### src/include/eiep_pkg.sv
// Constants for the extended interrupt enable and priority block
package eiep_pkg;

	// ----------------------------------------
	// Register addresses and reset values
	// ----------------------------------------
	localparam logic [7:0] EIEP_ADDR_ENABLE_TWO = 8'hE7;
	localparam logic [7:0] EIEP_ADDR_PRIORITY_TWO = 8'hF7;
	localparam logic [7:0] EIEP_RESET_BYTE = 8'h00;

	// ----------------------------------------
	// Field positions
	// ----------------------------------------
	localparam int EIEP_BIT_TIMER5 = 7;
	localparam int EIEP_BIT_TIMER4 = 6;
	localparam int EIEP_BIT_CMP2 = 5;
	localparam int EIEP_BIT_PCA_B = 4;
	localparam int EIEP_BIT_UART_B = 3;
	localparam int EIEP_BIT_MATCH = 2;
	localparam int EIEP_BIT_CAN = 1;
	localparam int EIEP_BIT_REG_DROP = 0;
	localparam int EIEP_TIMER_CONTROL_REG_EXT_A_PEND = 1;
	localparam int EIEP_TIMER_CONTROL_REG_EXT_B_PEND = 3;
	localparam int EIEP_SRC_COUNT = 8;
	localparam int EIEP_PIN_COUNT = 8;
	localparam int EIEP_SEL_WIDTH = 3;

endpackage : eiep_pkg

### src/rtl/eiep_ext_cond.sv
// One external interrupt input: pin select, sync, polarity, edge or level
module eiep_ext_cond
	import eiep_pkg::*;
(
	input wire logic sys_clk,
	input wire logic rstn,
	input wire logic [EIEP_PIN_COUNT-1:0] port1_pins,
	input wire logic [EIEP_SEL_WIDTH-1:0] pin_select,
	input wire logic polarity,
	input wire logic edge_select,
	input wire logic vector_ack,
	output logic pending
);

	logic [EIEP_PIN_COUNT-1:0] meta_ff;
	logic [EIEP_PIN_COUNT-1:0] sync_ff;
	logic active_prev_ff;
	logic primed_ff;
	logic pending_ff;
	logic nxt_pending;
	wire logic active_now;
	wire logic active_rise;

	// ----------------------------------------
	// Pin synchroniser, input only
	// ----------------------------------------
	// All eight pins synced so reselecting never exposes a raw pin
	always_ff @(posedge sys_clk)
	begin
		if (!rstn)
		begin
			meta_ff <= '0;
			sync_ff <= '0;
		end
		else
		begin
			meta_ff <= port1_pins;
			sync_ff <= meta_ff;
		end
	end

	// Polarity 0 means pin low is active
	assign active_now = sync_ff[pin_select] ~^ polarity;
	// No edge in the first cycle after reset, so polarity 0 never fakes a rise; with polarity 1 a pin held high through reset still does
	assign active_rise = active_now & ~active_prev_ff & primed_ff;

	// ----------------------------------------
	// Pending flag
	// ----------------------------------------
	// A new edge in the vector cycle wins over the clear
	always_comb
	begin
		if (!edge_select)
			nxt_pending = active_now;
		else if (active_rise)
			nxt_pending = 1'b1;
		else if (vector_ack)
			nxt_pending = 1'b0;
		else
			nxt_pending = pending_ff;
	end

	always_ff @(posedge sys_clk)
	begin
		if (!rstn)
		begin
			active_prev_ff <= 1'b0;
			primed_ff <= 1'b0;
			pending_ff <= 1'b0;
		end
		else
		begin
			active_prev_ff <= active_now;
			primed_ff <= 1'b1;
			pending_ff <= nxt_pending;
		end
	end

	assign pending = pending_ff;

endmodule : eiep_ext_cond

### src/rtl/eiep_top.sv
// Extended enable/priority two registers and external interrupt conditioning
module eiep_top
	import eiep_pkg::*;
(
	input wire logic sys_clk,
	input wire logic rstn,
	input wire logic [7:0] sfr_addr,
	input wire logic [7:0] sfr_wdata,
	input wire logic sfr_wr,
	input wire logic sfr_rd,
	output logic [7:0] sfr_rdata,
	input wire logic timer5_low_overflow_flag,
	input wire logic timer5_high_overflow_flag,
	input wire logic timer4_low_overflow_flag,
	input wire logic timer4_high_overflow_flag,
	input wire logic comparator2_rising_flag,
	input wire logic comparator2_falling_flag,
	input wire logic counter_array_b_irq,
	input wire logic uart_b_irq,
	input wire logic port_match_irq,
	input wire logic can_irq,
	input wire logic regulator_dropout_irq,
	input wire logic [EIEP_PIN_COUNT-1:0] port1_pins,
	input wire logic ext_a_edge_select,
	input wire logic ext_b_edge_select,
	input wire logic ext_a_polarity,
	input wire logic ext_b_polarity,
	input wire logic [EIEP_SEL_WIDTH-1:0] ext_a_pin_select,
	input wire logic [EIEP_SEL_WIDTH-1:0] ext_b_pin_select,
	input wire logic ext_a_vector_ack,
	input wire logic ext_b_vector_ack,
	output logic ext_a_pending,
	output logic ext_b_pending,
	output logic [7:0] timer_control_pend,
	output logic [EIEP_SRC_COUNT-1:0] irq_request_high,
	output logic [EIEP_SRC_COUNT-1:0] irq_request_low,
	output logic irq_any_high,
	output logic irq_any_low
);

	logic [7:0] extended_irq_enable_two_ff;
	logic [7:0] extended_irq_priority_two_ff;
	logic [7:0] sfr_rdata_ff;
	logic [EIEP_SRC_COUNT-1:0] req_high_ff;
	logic [EIEP_SRC_COUNT-1:0] req_low_ff;
	logic any_high_ff;
	logic any_low_ff;
	logic [7:0] nxt_rdata;
	wire logic ext_a_pend_w;
	wire logic ext_b_pend_w;
	wire logic sel_enable;
	wire logic sel_priority;
	wire logic [EIEP_SRC_COUNT-1:0] src_raw;
	wire logic [EIEP_SRC_COUNT-1:0] src_gated;
	wire logic [EIEP_SRC_COUNT-1:0] nxt_req_high;
	wire logic [EIEP_SRC_COUNT-1:0] nxt_req_low;

	// ----------------------------------------
	// Register access
	// ----------------------------------------
	assign sel_enable = (sfr_addr == EIEP_ADDR_ENABLE_TWO);
	assign sel_priority = (sfr_addr == EIEP_ADDR_PRIORITY_TWO);

	always_ff @(posedge sys_clk)
	begin
		if (!rstn)
		begin
			extended_irq_enable_two_ff <= EIEP_RESET_BYTE;
			extended_irq_priority_two_ff <= EIEP_RESET_BYTE;
		end
		else if (sfr_wr)
		begin
			if (sel_enable)
				extended_irq_enable_two_ff <= sfr_wdata;
			if (sel_priority)
				extended_irq_priority_two_ff <= sfr_wdata;
		end
	end

	// Unmapped addresses read zero
	always_comb
	begin
		nxt_rdata = 8'h00;
		if (sfr_rd && sel_enable)
			nxt_rdata = extended_irq_enable_two_ff;
		else if (sfr_rd && sel_priority)
			nxt_rdata = extended_irq_priority_two_ff;
	end

	always_ff @(posedge sys_clk)
	begin
		if (!rstn)
			sfr_rdata_ff <= 8'h00;
		else
			sfr_rdata_ff <= nxt_rdata;
	end

	// ----------------------------------------
	// External interrupt conditioning
	// ----------------------------------------
	eiep_ext_cond u_ext_a (
		.sys_clk(sys_clk),
		.rstn(rstn),
		.port1_pins(port1_pins),
		.pin_select(ext_a_pin_select),
		.polarity(ext_a_polarity),
		.edge_select(ext_a_edge_select),
		.vector_ack(ext_a_vector_ack),
		.pending(ext_a_pend_w)
	);

	eiep_ext_cond u_ext_b (
		.sys_clk(sys_clk),
		.rstn(rstn),
		.port1_pins(port1_pins),
		.pin_select(ext_b_pin_select),
		.polarity(ext_b_polarity),
		.edge_select(ext_b_edge_select),
		.vector_ack(ext_b_vector_ack),
		.pending(ext_b_pend_w)
	);

	// ----------------------------------------
	// Source gating and priority split
	// ----------------------------------------
	// Either flag of a two-flag source raises the request
	assign src_raw[EIEP_BIT_TIMER5] =
		timer5_low_overflow_flag | timer5_high_overflow_flag;
	assign src_raw[EIEP_BIT_TIMER4] =
		timer4_low_overflow_flag | timer4_high_overflow_flag;
	assign src_raw[EIEP_BIT_CMP2] =
		comparator2_rising_flag | comparator2_falling_flag;
	assign src_raw[EIEP_BIT_PCA_B] = counter_array_b_irq;
	assign src_raw[EIEP_BIT_UART_B] = uart_b_irq;
	assign src_raw[EIEP_BIT_MATCH] = port_match_irq;
	assign src_raw[EIEP_BIT_CAN] = can_irq;
	assign src_raw[EIEP_BIT_REG_DROP] = regulator_dropout_irq;

	// Enable bit i masks source i, priority bit i picks its level
	genvar gi;
	generate
		for (gi = 0; gi < EIEP_SRC_COUNT; gi++)
		begin : g_src
			assign src_gated[gi] =
				src_raw[gi] & extended_irq_enable_two_ff[gi];
			assign nxt_req_high[gi] =
				src_gated[gi] & extended_irq_priority_two_ff[gi];
			assign nxt_req_low[gi] =
				src_gated[gi] & ~extended_irq_priority_two_ff[gi];
		end
	endgenerate

	// Priority bits 2..0 follow the same per-bit split

	always_ff @(posedge sys_clk)
	begin
		if (!rstn)
		begin
			req_high_ff <= '0;
			req_low_ff <= '0;
			any_high_ff <= 1'b0;
			any_low_ff <= 1'b0;
		end
		else
		begin
			req_high_ff <= nxt_req_high;
			req_low_ff <= nxt_req_low;
			any_high_ff <= |nxt_req_high;
			// Low level is hidden while any high request stands
			any_low_ff <= (|nxt_req_low) & ~(|nxt_req_high);
		end
	end

	// ----------------------------------------
	// Outputs
	// ----------------------------------------
	assign sfr_rdata = sfr_rdata_ff;
	assign irq_request_high = req_high_ff;
	assign irq_request_low = req_low_ff;
	assign irq_any_high = any_high_ff;
	assign irq_any_low = any_low_ff;
	assign ext_a_pending = ext_a_pend_w;
	assign ext_b_pending = ext_b_pend_w;
	// Pending flags placed in their timer control bit slots
	assign timer_control_pend = {4'h0, ext_b_pend_w, 1'b0,
		ext_a_pend_w, 1'b0};

endmodule : eiep_top

### config.mk
export PLATFORM = sky130hd
export DESIGN_NAME = eiep_top
export DESIGN_NICKNAME = d
export VERILOG_FILES = /design/src/include/eiep_pkg.sv /design/src/rtl/eiep_ext_cond.sv /design/src/rtl/eiep_top.sv
export SDC_FILE = /design/constraint.sdc
export NUM_CORES = 1
export LEC_CHECK = 0
export BUFFER_PORTS_ARGS = -buffer_cell sky130_fd_sc_hd__buf_4
export CAP_MARGIN = 25
export CORE_UTILIZATION = 55
export CTS_CLUSTER_DIAMETER = 50
export DETAILED_ROUTE_END_ITERATION = 6
export PLACE_DENSITY_LB_ADDON = 0.3
export SLEW_MARGIN = 15
export SYNTH_ARGS = -nofsm -noshare
export SYNTH_HDL_FRONTEND = slang
export SYNTH_HIERARCHICAL = 1
export SYNTH_SLANG_ARGS = --single-unit
export TNS_END_PERCENT = 5
### constraint.sdc
create_clock -name sys_clk -period 3.4 [get_ports sys_clk]
set_input_delay 0.17 -clock sys_clk [delete_from_list [all_inputs] [get_ports sys_clk]]
set_output_delay 0.17 -clock sys_clk [all_outputs]
set_load 0.01 [all_outputs]
==> impl_results.md <==
* Outcome: finished, final reports clean
* Die Area at 5540 um2
* Skew-Pair Late Insertion Delay at 330 ps
* Crit path largest cell delay at 490 ps
* GR met3 Demand/Resource at 5.56%
* Final WL at 5.38 mm
* DRC violations left at 0
* Routed Antenna Nets at 0
* Post-Synth Simple-Gate Area at 23.9%
* Worst-path clk slew at 70 ps
* Worst hold path type: primary input to register
* Most frequent cells in the layout: 80 x dfxtp_1, 80 x buf_4, 32 x and2_1
* Pwr/cell area at 478 nW/um2
* Post-CTS Hold Fix Bufs at 0
* Final worst slack at 1960 ps
* Fin Hold WS at 49.2 ps
* TNS Setup at 0 ps
* Fin. Hold Viols at 0
* Initial Util at 59.1%
* Largest net degree at the start of global routing at 81
* Hold depth at 2
* Startpoint types: register
* CTS tree: built
* GRT Max-Usage Layer: met2
* Slew margin rel. at 48.2%
* Synthesized flop and latch total at 80
* Cts repair resizes at 0
* 1st-pass router iterations at 4
* Sequential cell area at 1600 um2
* Via count at 2084
* Core area at 4880 um2
* Tightest Pin Transition at 771 ps
* Die Span Y at 74.4 um
* Routed len/inst at 13.2 um
* Port bufs at 80
* Worst path cell trace: mux4_1, mux2i_1, xor2_1, o211a_1
* Drt via density at 5.13
* Die X at 74.4 um
* Complex-gate fraction of the synthesized area at 6.11%
* Fin crit share at 42.3%
* Worst Path Max Fanout at 2
* Dpl hpwl at 3.71 mm
* GRT Overall Usage at 20.5%
* Fmax at 696 MHz
* Clk buf depth at 2
* Share of synthesized area spent on multiplexers at 9.89%
* Layout cells sized above 1 at 29.5%
* Grt met1 use at 25.1%
* Initial antenna violation count at 0
* Max-Cap Viols at 0
* Vias in the first global route at 1905
* Slowest stage cell, crit path: mux4_1
* CP arrival at 1660 ps
* Synth Flop Type: dfxtp_1
* Pleak at 1.59 nW
* Cell count after synthesis at 254
* Post-CTS Setup Repair Bufs at 0
* GP Congestion at 0.771
* Largest family of logic cells by synthesized area: simple AND/OR/NAND/NOR gates
* Final slew viol count at 0
* Num CTS Buffers at 9
* Final net count at 385
* Met2 Use GR at 33.2%
* Area of the multi-input gates at 1190 um2
* Post-Place Cells at 390
* Worst Path Class, Setup: register to register
* Adder-Cell Fraction of Synth Area at 0%
* H-tree levels at 3
* Crit. End Element: register
* Total clock sinks at 80
* FFs w/ async S/R, synth at 0%
* YS warnings at 6
* GR Overflow Total at 0
* Worst Skew at 6.59 ps
* First-pass GRT wire length at 8.25 mm
* RSZ-0062 raised after global routing: no
* Number of diodes at 0
* Area Overhead vs Synth at 28.1%
* WP data required at 3630 ps
* R2R depth at 4
* Dpl ws at 1800 ps
* Syn Area/Cell at 11.4 um2
* Worst vdd ir at 359 uV
* Final instance count without filler cells at 406
* Netlist cell types at 35
* Post-Syn Area at 2890 um2
* Ports at 87
* Sequential element share of the synthesized area at 55.5%
* XOR/XNOR Fraction of Synth Area at 0.607%
* Starting DRT DRC Count at 130
* Tmin final at 1440 ps
* EDFF count, synth at 0
* Layout fillers at 344
* Number of core rows at 25
* Clock root buffer: clkbuf_8
* Final setup fails at 0
==> synthesized netlist by cell type, drive strengths merged (2+ instances only) <==
cell type,count,area [um2]
and3,7,43.8
nor2,2,7.51
xor2,2,17.5
buf,8,60.1
nand3,6,30.0
nor2b,25,156
a22oi,8,60.1
dfxtp,80,1600
o221ai,2,17.5
mux2i,18,180
nand2,8,30.0
and4,6,53.8
nor3,2,21.3
o21a,3,22.5
mux4,4,105
inv,6,22.5
o22ai,4,25.0
clkbuf,8,30.0
o21ai,3,15.0
and2,34,215
o211a,2,20.0
nor3b,7,52.6
==> flip-flops by register name, summed over array words and instances, names as in the netlist <==
name / count
extended_irq_enable_two_ff: 8
extended_irq_priority_two_ff: 8
irq_any_high: 1
irq_any_low: 1
irq_request_high: 8
irq_request_low: 8
sfr_rdata: 8
u_ext_a/active_prev_ff: 1
u_ext_a/meta_ff: 8
u_ext_a/pending: 1
u_ext_a/primed_ff: 1
u_ext_a/sync_ff: 8
u_ext_b/active_prev_ff: 1
u_ext_b/meta_ff: 8
u_ext_b/pending: 1
u_ext_b/primed_ff: 1
u_ext_b/sync_ff: 8
==> per-layer routing <==
| metal | vias to the layer above | wire, um |
|---|---|---|
| met3 | 13 | 398 |
| met2 | 93 | 2550 |
| met5 | - | 0 |
| met4 | 0 | 115 |
| met1 | 952 | 2310 |
| li1 | 1026 | - |
==> worst paths after layout <==
check | start | end | slack (ps)
worst max-delay path | u_ext_b/sync_ff[3]$_SDFF_PN0_ | u_ext_b/pending$_SDFFE_PN0P_ | 1960
worst min-delay path | port1_pins[3] | u_ext_b/meta_ff[3]$_SDFF_PN0_ | 50
worst max register to register | u_ext_b/sync_ff[3]$_SDFF_PN0_ | u_ext_b/pending$_SDFFE_PN0P_ | 1960
worst min register to register | u_ext_a/meta_ff[2]$_SDFF_PN0_ | u_ext_a/sync_ff[2]$_SDFF_PN0_ | 430
==> report_power, final <==
part	leakage, nW	switching, mW	total [mW]	internal (mW)
Combinational	0.834	0.0472	0.117	0.0696
Sequential	0.653	0.00675	0.967	0.960
Clock	0.103	0.304	0.682	0.378
==> worst max-delay path, delay by kind of cell (launching register included) <==
kind,cells,cell delay [ps]
xor gates and xnor gates,1,110
muxes,2,690
AOI/OAI and AO/OA,1,230
DFF,1,310
==> metrics by stage <==
stage | utilization, % | total power, mW | instance area, um2
2_1_floorplan | - | 1.04 | 2900
3_3_place_gp | 71.7 | 1.10 | 3500
3_5_place_dp | 71.7 | 1.11 | 3500
4_1_cts | 75.8 | 1.78 | 3700
5_1_grt | 75.8 | 1.82 | 3700
6_report | 75.8 | 1.77 | 3700
==> logic make-up (layout without fill, tap and decap cells) <==
| kind of cell | count (synthesis) | count (layout) |
|---|---|---|
| buffers and inverters | 22 | 102 |
| flip-flops | 80 | 80 |
| AND/OR/NAND/NOR | 103 | 103 |
| XOR/XNOR | 2 | 2 |
| AO/OA/AOI/OAI | 24 | 24 |
| multiplexers | 22 | 22 |
| other | 1 | 6 |
==> area by class of cell <==
cell class	count	share of cell area, %
timing repair buffer	80	16.2
clock buffer	13	4.30
clock inverter	3	1.08
multi-input combinational	157	32.2
sequential	80	43.3
tap	67	2.27
inverter	6	0.609
No activity file was read; power rests on OpenSTA's default activity.
